[src/design/vad_defs.vh]
`ifndef VAD_DEFS_VH
`define VAD_DEFS_VH
// register indices on the plain register port
`define VAD_ADDR_W        4
`define VAD_REG_CFG1      4'h0
`define VAD_REG_CFG2      4'h1
`define VAD_REG_FCR       4'h2
`define VAD_REG_STATUS    4'h3
// cfg1 fields
`define VAD_CFG1_IRQ_LSB  0
`define VAD_CFG1_IRQ_MSB  2
`define VAD_CFG1_BR_LSB   3
`define VAD_CFG1_BR_MSB   4
`define VAD_CFG1_ROR      5
`define VAD_CFG1_CARRY    6
`define VAD_CFG1_SYSCTL   7
// cfg2 fields
`define VAD_CFG2_USER     0
`define VAD_CFG2_LED_GRN  1
`define VAD_CFG2_DMA_LSB  2
`define VAD_CFG2_DMA_MSB  3
`define VAD_CFG2_IRQ_EN   4
// fcr fields
`define VAD_FCR_M0        0
`define VAD_FCR_M1        1
`define VAD_FCR_M2        2
// reset values
`define VAD_CFG1_RST      8'h01
`define VAD_CFG2_RST      8'h00
`define VAD_FCR_RST       8'h00
// address modifier codes and window
`define VAD_AM_SUPER      6'h2d
`define VAD_AM_USER       6'h29
`define VAD_WIN_LSB       9
`define VAD_BASE_DEFAULT  7'h10
// edges after reset release before the synchronised strap is trusted
`define VAD_STRAP_WAIT    3'd5
`endif

[src/design/vad_sync3.v]
`timescale 1ns/100ps
`include "vad_defs.vh"
// three-stage pin synchroniser; a change counts once stages two and three agree
module vad_sync3 #(
    parameter W = 1
) (
    input  wire         clk,
    input  wire         nrst,
    input  wire         ce,
    input  wire [W-1:0] pin,
    output reg  [W-1:0] q
);
    reg [W-1:0] s1_reg;
    reg [W-1:0] s2_reg;
    reg [W-1:0] s3_reg;
    genvar i;
    // ====================================================
    // per-bit chain
    generate
        for (i = 0; i < W; i = i + 1) begin : g_bit
            always @(posedge clk or negedge nrst) begin
                if (!nrst) begin
                    s1_reg[i] <= 1'b0;
                    s2_reg[i] <= 1'b0;
                    s3_reg[i] <= 1'b0;
                    q[i]      <= 1'b0;
                end else if (ce) begin
                    s1_reg[i] <= pin[i];
                    s2_reg[i] <= s1_reg[i];
                    s3_reg[i] <= s2_reg[i];
                    if (s2_reg[i] == s3_reg[i]) begin
                        q[i] <= s3_reg[i]; // hold last agreed value on disagreement
                    end
                end
            end
        end
    endgenerate
endmodule // vad_sync3

[src/design/vad_access_decode.v]
// Operation
// - reset adopts strapped privilege mode
// - cfg2 mode bit overrides strap afterwards
// - supervisor accepts only short I/O 0x2d
// - user accepts 0x29 or 0x2d
// - strap default supervisor
// - single 512-byte window decoded
// - external compare inputs when straps removed
// - default strap base is 0x2000
// - drive six-bit modifier during dma mastership
// - modifier built from straps and function bits
// - interrupt routed to one of seven levels
// - one of four bus request levels
// - release-on-request enable bit
// - automatic carry cycle option bit
// - instrument-bus system controller enable
// - sysfail lamp red or green select
// - dma transfer mode setting
// - interrupt released on register access
// - address-only cycles not register accesses
//
// Local design decisions: the register addresses and the plain strobed port.
`timescale 1ns/100ps
`include "vad_defs.vh"
module vad_access_decode (
    input  wire        clk,
    input  wire        nrst,
    input  wire        ce,
    // register port
    input  wire [3:0]  reg_addr,
    input  wire [7:0]  reg_wdata,
    input  wire        reg_wr,
    input  wire        reg_rd,
    output reg  [7:0]  reg_rdata,
    // straps and pins
    input  wire        access_mode_strap,
    input  wire        base_strap_present,
    input  wire [6:0]  base_address_strap_block,
    input  wire [6:0]  compare_addr_input,
    input  wire        am5_strap,
    input  wire        am3_strap,
    input  wire        am0_polarity_strap,
    // backplane slave side
    input  wire        as_n,
    input  wire        ds_n,
    input  wire [5:0]  am_in,
    input  wire [15:0] addr_in,
    output wire        slave_sel,
    output wire        reg_access,
    // dma master side
    input  wire        dma_master,
    output reg  [5:0]  am_out,
    output reg         am_oe,
    // interrupt request from the core
    input  wire        irq_event,
    output reg  [6:0]  irq_n_out,
    output reg  [6:0]  irq_oe,
    input  wire        bus_req,
    output reg  [3:0]  br_oe,
    output wire        ror_enable,
    output wire        carry_enable,
    output wire        sys_ctl_enable,
    output reg         led_green,
    output wire [1:0]  dma_mode
);
    // ====================================================
    // synchronised pins
    wire        as_s;
    wire        ds_s;
    wire [5:0]  am_s;
    wire [15:0] addr_s;
    wire [6:0]  ca_s;
    wire        strap_s;
    wire        pres_s;
    wire [6:0]  bst_s;
    wire [3:0]  amst_s;

    vad_sync3 #(.W(44)) u_sync (
        .clk  (clk),
        .nrst (nrst),
        .ce   (ce),
        .pin  ({~as_n, ~ds_n, am_in, addr_in, compare_addr_input, access_mode_strap,
                base_strap_present, base_address_strap_block, am5_strap, am3_strap,
                am0_polarity_strap, 1'b0}),
        .q    ({as_s, ds_s, am_s, addr_s, ca_s, strap_s, pres_s, bst_s, amst_s})
    );

    // ====================================================
    // configuration registers
    reg [7:0] cfg1_reg;
    reg [7:0] cfg2_reg;
    reg [7:0] fcr_reg;
    reg       strap_seen_reg;   // strap sampled once after reset release
    reg [2:0] strap_cnt_reg;    // waits out the synchroniser after release
    reg       irq_pend_reg;
    reg       sel_d_reg;

    wire user_mode = cfg2_reg[`VAD_CFG2_USER];

    // strap is a pin level, so it is caught by a clocked load after release,
    // never by the asynchronous reset itself
    always @(posedge clk or negedge nrst) begin
        if (!nrst) begin
            cfg1_reg       <= `VAD_CFG1_RST;
            cfg2_reg       <= `VAD_CFG2_RST;
            fcr_reg        <= `VAD_FCR_RST;
            strap_seen_reg <= 1'b0;
            strap_cnt_reg  <= 3'd0;
        end else if (ce) begin
            // the synchroniser output is still its reset value for a few edges,
            // so the strap is only taken once the chain has filled
            if (!strap_seen_reg) begin
                if (strap_cnt_reg == `VAD_STRAP_WAIT) begin
                    // strap high means user; unfitted strap reads low = supervisor
                    cfg2_reg[`VAD_CFG2_USER] <= strap_s;
                    strap_seen_reg           <= 1'b1;
                end else begin
                    strap_cnt_reg <= strap_cnt_reg + 3'd1;
                end
            end
            if (reg_wr) begin
                case (reg_addr)
                    `VAD_REG_CFG1: cfg1_reg <= reg_wdata;
                    `VAD_REG_CFG2: cfg2_reg <= reg_wdata;
                    `VAD_REG_FCR:  fcr_reg  <= reg_wdata;
                    default: ;
                endcase
            end
        end
    end

    // ====================================================
    // register read, data one cycle after the strobe
    always @(posedge clk or negedge nrst) begin
        if (!nrst) begin
            reg_rdata <= 8'h00;
        end else if (ce) begin
            if (reg_rd) begin
                case (reg_addr)
                    `VAD_REG_CFG1:   reg_rdata <= cfg1_reg;
                    `VAD_REG_CFG2:   reg_rdata <= cfg2_reg;
                    `VAD_REG_FCR:    reg_rdata <= fcr_reg;
                    `VAD_REG_STATUS: reg_rdata <= {4'h0, pres_s, irq_pend_reg, sel_d_reg,
                                                   user_mode};
                    default:         reg_rdata <= 8'h00;
                endcase
            end else begin
                reg_rdata <= 8'h00;
            end
        end
    end

    // ====================================================
    // slave decode
    // straps win when fitted; the compare lines are ignored while the strap block is present
    wire [6:0] base = pres_s ? bst_s : ca_s;
    wire am_ok = (am_s == `VAD_AM_SUPER) ||
                 (user_mode && (am_s == `VAD_AM_USER));
    wire win_hit = (addr_s[15:`VAD_WIN_LSB] == base);

    assign slave_sel  = as_s && am_ok && win_hit && !dma_master;
    // address-only cycle has no data strobe and is never a register access
    assign reg_access = slave_sel && ds_s;

    // ====================================================
    // interrupt, released on any onboard register access
    reg acc_d_reg;
    always @(posedge clk or negedge nrst) begin
        if (!nrst) begin
            irq_pend_reg <= 1'b0;
            acc_d_reg    <= 1'b0;
            sel_d_reg    <= 1'b0;
        end else if (ce) begin
            acc_d_reg <= reg_access;
            sel_d_reg <= slave_sel;
            // new event wins over a release in the same cycle
            if (irq_event && cfg2_reg[`VAD_CFG2_IRQ_EN]) begin
                irq_pend_reg <= 1'b1;
            end else if (reg_access && !acc_d_reg) begin
                irq_pend_reg <= 1'b0;
            end
        end
    end

    // ====================================================
    // level routing for interrupt and bus request (open drain)
    wire [2:0] irq_lvl = cfg1_reg[`VAD_CFG1_IRQ_MSB:`VAD_CFG1_IRQ_LSB];
    wire [1:0] br_lvl  = cfg1_reg[`VAD_CFG1_BR_MSB:`VAD_CFG1_BR_LSB];
    genvar k;
    generate
        for (k = 0; k < 7; k = k + 1) begin : g_irq
            always @(posedge clk or negedge nrst) begin
                if (!nrst) begin
                    irq_oe[k]    <= 1'b0;
                    irq_n_out[k] <= 1'b0;
                end else if (ce) begin
                    // level 0 code leaves every line idle
                    irq_oe[k]    <= irq_pend_reg && (irq_lvl == k + 1);
                    irq_n_out[k] <= 1'b0;
                end
            end
        end
        for (k = 0; k < 4; k = k + 1) begin : g_br
            always @(posedge clk or negedge nrst) begin
                if (!nrst) begin
                    br_oe[k] <= 1'b0;
                end else if (ce) begin
                    br_oe[k] <= bus_req && (br_lvl == k);
                end
            end
        end
    endgenerate

    assign ror_enable     = cfg1_reg[`VAD_CFG1_ROR];
    assign carry_enable   = cfg1_reg[`VAD_CFG1_CARRY];
    assign sys_ctl_enable = cfg1_reg[`VAD_CFG1_SYSCTL];
    assign dma_mode       = cfg2_reg[`VAD_CFG2_DMA_MSB:`VAD_CFG2_DMA_LSB];

    // ====================================================
    // master address modifier, registered for clean backplane timing
    wire am1 = fcr_reg[`VAD_FCR_M0];
    always @(posedge clk or negedge nrst) begin
        if (!nrst) begin
            am_out    <= 6'h00;
            am_oe     <= 1'b0;
            led_green <= 1'b0;
        end else if (ce) begin
            led_green <= cfg2_reg[`VAD_CFG2_LED_GRN];
            am_oe     <= dma_master;
            // polarity strap high keeps am0 equal to am1, low inverts it
            am_out    <= {amst_s[3], fcr_reg[`VAD_FCR_M1], amst_s[2],
                          fcr_reg[`VAD_FCR_M2], am1,
                          am1 ^ ~amst_s[1]};
        end
    end
endmodule // vad_access_decode

[config.mk]
export PLATFORM = sky130hd
export DESIGN_NAME = vad_access_decode
export DESIGN_NICKNAME = d
export VERILOG_FILES = /design/src/design/vad_sync3.v /design/src/design/vad_access_decode.v
export VERILOG_INCLUDE_DIRS = /design/src /design/src/design
export SDC_FILE = /design/constraint.sdc
export NUM_CORES = 1
export LEC_CHECK = 0
export BUFFER_PORTS_ARGS = -buffer_cell sky130_fd_sc_hd__buf_2
export CAP_MARGIN = 20
export CELL_PAD_IN_SITES_DETAIL_PLACEMENT = 0
export CELL_PAD_IN_SITES_GLOBAL_PLACEMENT = 1
export CORE_MARGIN = 4
export CORE_UTILIZATION = 29
export DETAILED_ROUTE_END_ITERATION = 6
export PLACE_DENSITY_LB_ADDON = 0.3
export SYNTH_ARGS = -nofsm -noshare
export SYNTH_HDL_FRONTEND = slang
export SYNTH_SLANG_ARGS = --single-unit
export TNS_END_PERCENT = 5
[constraint.sdc]
create_clock -name clk -period 3.8 [get_ports clk]
set_clock_uncertainty 0.15 [all_clocks]
set_input_delay 0.38 -clock clk [delete_from_list [all_inputs] [get_ports clk]]
set_output_delay 0.38 -clock clk [all_outputs]
set_load 0.02 [all_outputs]
== Word level (Yosys, flattened, before mapping) ==
Index checks and enable logic that the tools add are counted.

* Bits in registers: 194
* Input port bits: 63
* Logic and storage cells: 292

* Add/sub/neg operators: 1
* Equality and inequality tests: 51
* Mux-type cells: 11
* Bitwise gates (word level): 6
* Reductions and logical operators: 63

{| class="wikitable"
|+ Operators by type and width
! kind !! number
|-
| $reduce_and A2 Y1 || 35
|-
| $eq A1 B1 Y1 || 34
|-
| $pmux W8 S4 || 1
|-
| $logic_and A1 B1 Y1 || 18
|-
| $eq A3 B3 Y1 const B || 5
|-
| $eq A6 B6 Y1 const B || 2
|-
| $reduce_and A3 Y1 || 4
|-
| $eq A4 B2 Y1 const B || 2
|-
| $mux W1 || 8
|-
| $mux W8 || 1
|-
| $eq A7 B7 Y1 || 1
|-
| $mux W7 || 1
|-
| $eq A3 B2 Y1 const B || 2
|-
| $not A1 Y1 || 5
|-
| $eq A2 B2 Y1 const B || 2
|-
| $eq A4 B1 Y1 const B || 1
|-
| $logic_not A4 Y1 || 1
|-
| $add A3 B1 Y3 const B || 1
|-
| $eq A3 B1 Y1 const B || 1
|-
| $eq A2 B1 Y1 const B || 1
|-
| $logic_not A1 Y1 || 2
|-
| $logic_not A2 Y1 || 1
|-
| $reduce_bool A2 Y1 || 1
|-
| $logic_or A1 B1 Y1 || 1
|-
| $xor A1 B1 Y1 || 1
|}

== Longest topological paths before layout ==
* Depth in word-level cells: 10
* Gate-level depth with buffers: 7

== By module ==
Synthesis repeated with hierarchy kept, for this count alone.

* Cell total of the unflattened synthesis: 801
* Area, all modules: 9788.1 um2

{| class="wikitable"
|+ By module, submodules not included
! module !! times used !! cells an instance !! area an instance (um2) !! sequential area each (um2)
|-
| vad_sync3 || 1 || 557 || 7008.0 || 4404.2
|-
| vad_access_decode || 1 || 244 || 2780.2 || 1452.6
|}

== Worst setup path before layout ==
OpenSTA, ideal clock, no wires.

* Kind: reg-to-output
* From: reg u_sync.q[11]
* To: out reg_access
* Data arrival time: 1568 ps
* Data required time: 3270 ps
* Slack: 1702 ps
* Cell stages (with the launch flop): 8
* Path through: dfrtp_1 -> buf_6 -> mux2i_1 -> xnor2_1 -> nor4_2 -> nand3_1 -> inv_2 -> and2_1

* Word-level cells in the longest chain between the ends: 5

{| class="wikitable"
|+ Ends and longest elaborated chain
! element !! line !! RTL
|-
| start: declaration || vad_sync3.v:11 || <nowiki>output reg [W-1:0] q</nowiki>
|-
| start signal: indexed assignment || vad_sync3.v:32 || <nowiki>q[i] <= s3_reg[i];</nowiki>
|-
| $mux W7 || vad_access_decode.v:156 || <nowiki>wire [6:0] base = pres_s ? bst_s : ca_s;</nowiki>
|-
| $eq A7 B7 Y1 || vad_access_decode.v:159 || <nowiki>wire win_hit = (addr_s[15:`VAD_WIN_LSB] == base);</nowiki>
|-
| $logic_and A1 B1 Y1 (2 in series) || vad_access_decode.v:161 || <nowiki>assign slave_sel = as_s && am_ok && win_hit && !dma_master;</nowiki>
|-
| via slave_sel || vad_access_decode.v:48 || <nowiki>output wire slave_sel,</nowiki>
|-
| $logic_and A1 B1 Y1 || vad_access_decode.v:163 || <nowiki>assign reg_access = slave_sel && ds_s;</nowiki>
|-
| end: declaration || vad_access_decode.v:49 || <nowiki>output wire reg_access,</nowiki>
|}

The timed path passes the listed nets, and every way through them passes these cells.

== Worst setup path in the final report ==
* From: reg u_sync.q[11]
* To: out reg_access

* Word-level cells in the longest chain between the ends: 5

{| class="wikitable"
|+ Ends and longest elaborated chain
! element !! line
|-
| $mux W7 || vad_access_decode.v:156
|-
| $eq A7 B7 Y1 || vad_access_decode.v:159
|-
| $logic_and A1 B1 Y1 (2 in series) || vad_access_decode.v:161
|-
| $logic_and A1 B1 Y1 || vad_access_decode.v:163
|}

No other way between the ends.

==> flow_metrics.env <==
export IMPL_status="complete, no violations"
export IMPL_postCtsHoldBufs=3
export IMPL_report_power_total_uw=5420
export IMPL_synth_enable_flop_cells=0
export IMPL_fin_setup_tns_ps=0
export IMPL_power_density_nw_per_um2=569
export IMPL_avgViaCountPerCell=4.39
export IMPL_layout_common_cells="dfrtp_1, mux2_2, buf_2, a21oi_1, nor2_1"
export IMPL_leakage_uw=0.00423
export IMPL_cts_setup_buffers=0
export IMPL_final_common_cell="dfrtp_1"
export IMPL_core_area_um2=27300
export IMPL_post_route_drc_count=0
export IMPL_start_util=0.297
export IMPL_die_y_um=175
export IMPL_drive_above_1_share=0.357
export IMPL_async_reset_ff_frac=1.00
export IMPL_wire_per_inst_um=13.8
export IMPL_yosys_most_used_dff="dfrtp_1"
export IMPL_drtAntennaViolNets=0
export IMPL_slew_headroom=0.483
export IMPL_wirelength_mm=15.2
export IMPL_cp_start_kind="flip-flop"
export IMPL_groute_layer_met1_usage=0.143
export IMPL_grt_overflow=0
export IMPL_dr_pass1_iters=4
export IMPL_pin_count=104
export IMPL_portBuffers=87
export IMPL_busiest_layer="met2"
export IMPL_dpl_cell_area_um2=8930
export IMPL_grt_setup_unrepaired="no"
export IMPL_vias=4856
export IMPL_end_kind="output port"
export IMPL_ff_latch_area_um2=4860
export IMPL_tightestPinTransition_ps=776
export IMPL_p_int_uw=3870
export IMPL_grt_use_met3=0.0238
export IMPL_post_cts_resized=0
export IMPL_met2_usage=0.157
export IMPL_grt_pass1_vias=4858
export IMPL_synth_area_um2=8110
export IMPL_cts_buffers=17
export IMPL_ys_ff_latch=194
export IMPL_cts_tree="built"
export IMPL_ys_warnings_count=0
export IMPL_finalHoldViolations=0
export IMPL_clockPowerShare=0.324
export IMPL_p_sw_uw=1550
export IMPL_drt_initial_drc_count=235
export IMPL_grt_max_degree=94
export IMPL_place_congestion=0.699
export IMPL_power_frac_comb=0.168
export IMPL_dieArea_um2=30700
export IMPL_globalRouteTotalUtil=0.103
export IMPL_setup_viol=0
export IMPL_rows=60
export IMPL_cts_root_buf="clkbuf_16"
export IMPL_h_tree_depth=4
export IMPL_nFillCells=2761
export IMPL_maxCapViolCount=0
export IMPL_area_growth_pct=17.6
export IMPL_seqPwrFrac=0.508
export IMPL_multi_input_area_um2=2970
export IMPL_dieWidth_um=175
export IMPL_arrival_ps=2510
export IMPL_period_needed_ps=3040
export IMPL_synth_seq_area_share=0.599
export IMPL_slew_violations=0
export IMPL_hold_class="in2reg"
export IMPL_syn_mean_instance_area_um2=12.8
export IMPL_crit_type="reg2out"
export IMPL_worst_ep_required_time_ps=3270
export IMPL_cts_clk_slew_worst_paths_ps=80
export IMPL_worstSkewPairLatency_ps=430
export IMPL_irDropWorstVdd_mv=0.244
export IMPL_clk_path_buf_depth=2
export IMPL_synth_cell_types=35
export IMPL_worst_path_max_fanout=10
export IMPL_nNetsFinal=785
export IMPL_grt_pass1_wl_mm=25.5
export IMPL_dp_hpwl_mm=10.1
export IMPL_period_share=0.801
export IMPL_fin_hold_ws_ps=29.3
export IMPL_fmax_ghz=0.329
export IMPL_antenna_found_initial=0
export IMPL_finalInstanceArea_um2=9530
export IMPL_syn_inst=635
export IMPL_cts_sinks=194
export IMPL_netSwitchingFraction=0.286
[final timing paths]
kind | from | cells after the start | to | slack (ps)
min in group asynchronous | nrst | 2 | br_oe[1] | 430
min reg2reg | u_sync.s3_reg[3] | 2 | u_sync.q[3] | 340
min | am_in[1] | 2 | u_sync.s1_reg[37] | 30
max | u_sync.q[11] | 7 | reg_access | 760
max reg2reg | u_sync.q[11] | 5 | irq_pend_reg | 1630
max in group asynchronous | nrst | 3 | u_sync.s1_reg[4] | 2170
[layout make-up]
| type | count | area share |
|---|---|---|
| sequential | 194 | 0.510 |
| multi-input combinational | 384 | 0.312 |
| timing repair buffer | 96 | 0.0591 |
| tap | 372 | 0.0489 |
| clock buffer | 20 | 0.0469 |
| clock inverter | 12 | 0.0127 |
| inverter | 27 | 0.0106 |
| antenna | 1 | 0.000263 |
[worst max-delay path, cell delays in order (launching register included)]
cell and delay, ps:
dfrtp_1 690, mux2i_1 300, xnor2_1 100, nor4_2 420
nand3_1 180, inv_2 120, and2_1 120, buf_2 150
[per-stage QoR]
| stage | worst slack, ps | std cells | util |
|---|---|---|---|
| 6_report | 758 | 1106 | 0.350 |
| 5_1_grt | 468 | 1105 | 0.350 |
| 4_1_cts | 593 | 1105 | 0.350 |
| 3_5_place_dp | 1070 | 1070 | 0.328 |
| 3_3_place_gp | 1120 | 1070 | 0.328 |
| 2_1_floorplan | 1700 | 641 | - |
[kinds of logic (layout without fill, tap and decap cells)]
kind of cell	count (synthesis)	after routing	synth area share
XOR/XNOR	9	9	0.00973
adder cells (fa/ha/maj)	2	2	0.00309
other	1	8	0.000463
buffers and inverters	63	155	0.0370
AND/OR/NAND/NOR	115	115	0.0743
AO/OA/AOI/OAI	101	101	0.0661
multiplexers	150	150	0.210
flip-flops	194	194	0.599
[layer usage]
layer | part of all wire | wire [um] | up-vias
met1 | 0.50 | 7660 | 2389
met2 | 0.44 | 6730 | 87
met3 | 0.042 | 638 | 12
met5 | 0 | 0 | -
met4 | 0.012 | 182 | 0
li1 | - | - | 2368
[cell usage after synthesis (all sizes together) (6+ instances only)]
cell	number	share of area
dfrtp	193	0.60
mux2	132	0.18
a21oi	76	0.047
nor2	47	0.022
nand2b	36	0.028
buf	29	0.021
inv	27	0.013
mux2i	15	0.019
o22ai	13	0.010
nand4	10	0.0077
xnor2	8	0.0086
clkbuf	7	0.0032
o21ai	7	0.0043
nor2b	6	0.0046
[power by group through the flow]
stage | Clock [uW] | Sequential [uW] | Combinational, uW
6_report | 1760 | 2760 | 909
5_1_grt | 1900 | 2820 | 1040
4_1_cts | 1820 | 2770 | 932
3_5_place_dp | 0 | 2810 | 926
3_3_place_gp | 0 | 2800 | 904
2_1_floorplan | 0 | 2750 | 680
Power figures use the tool's default switching activity.
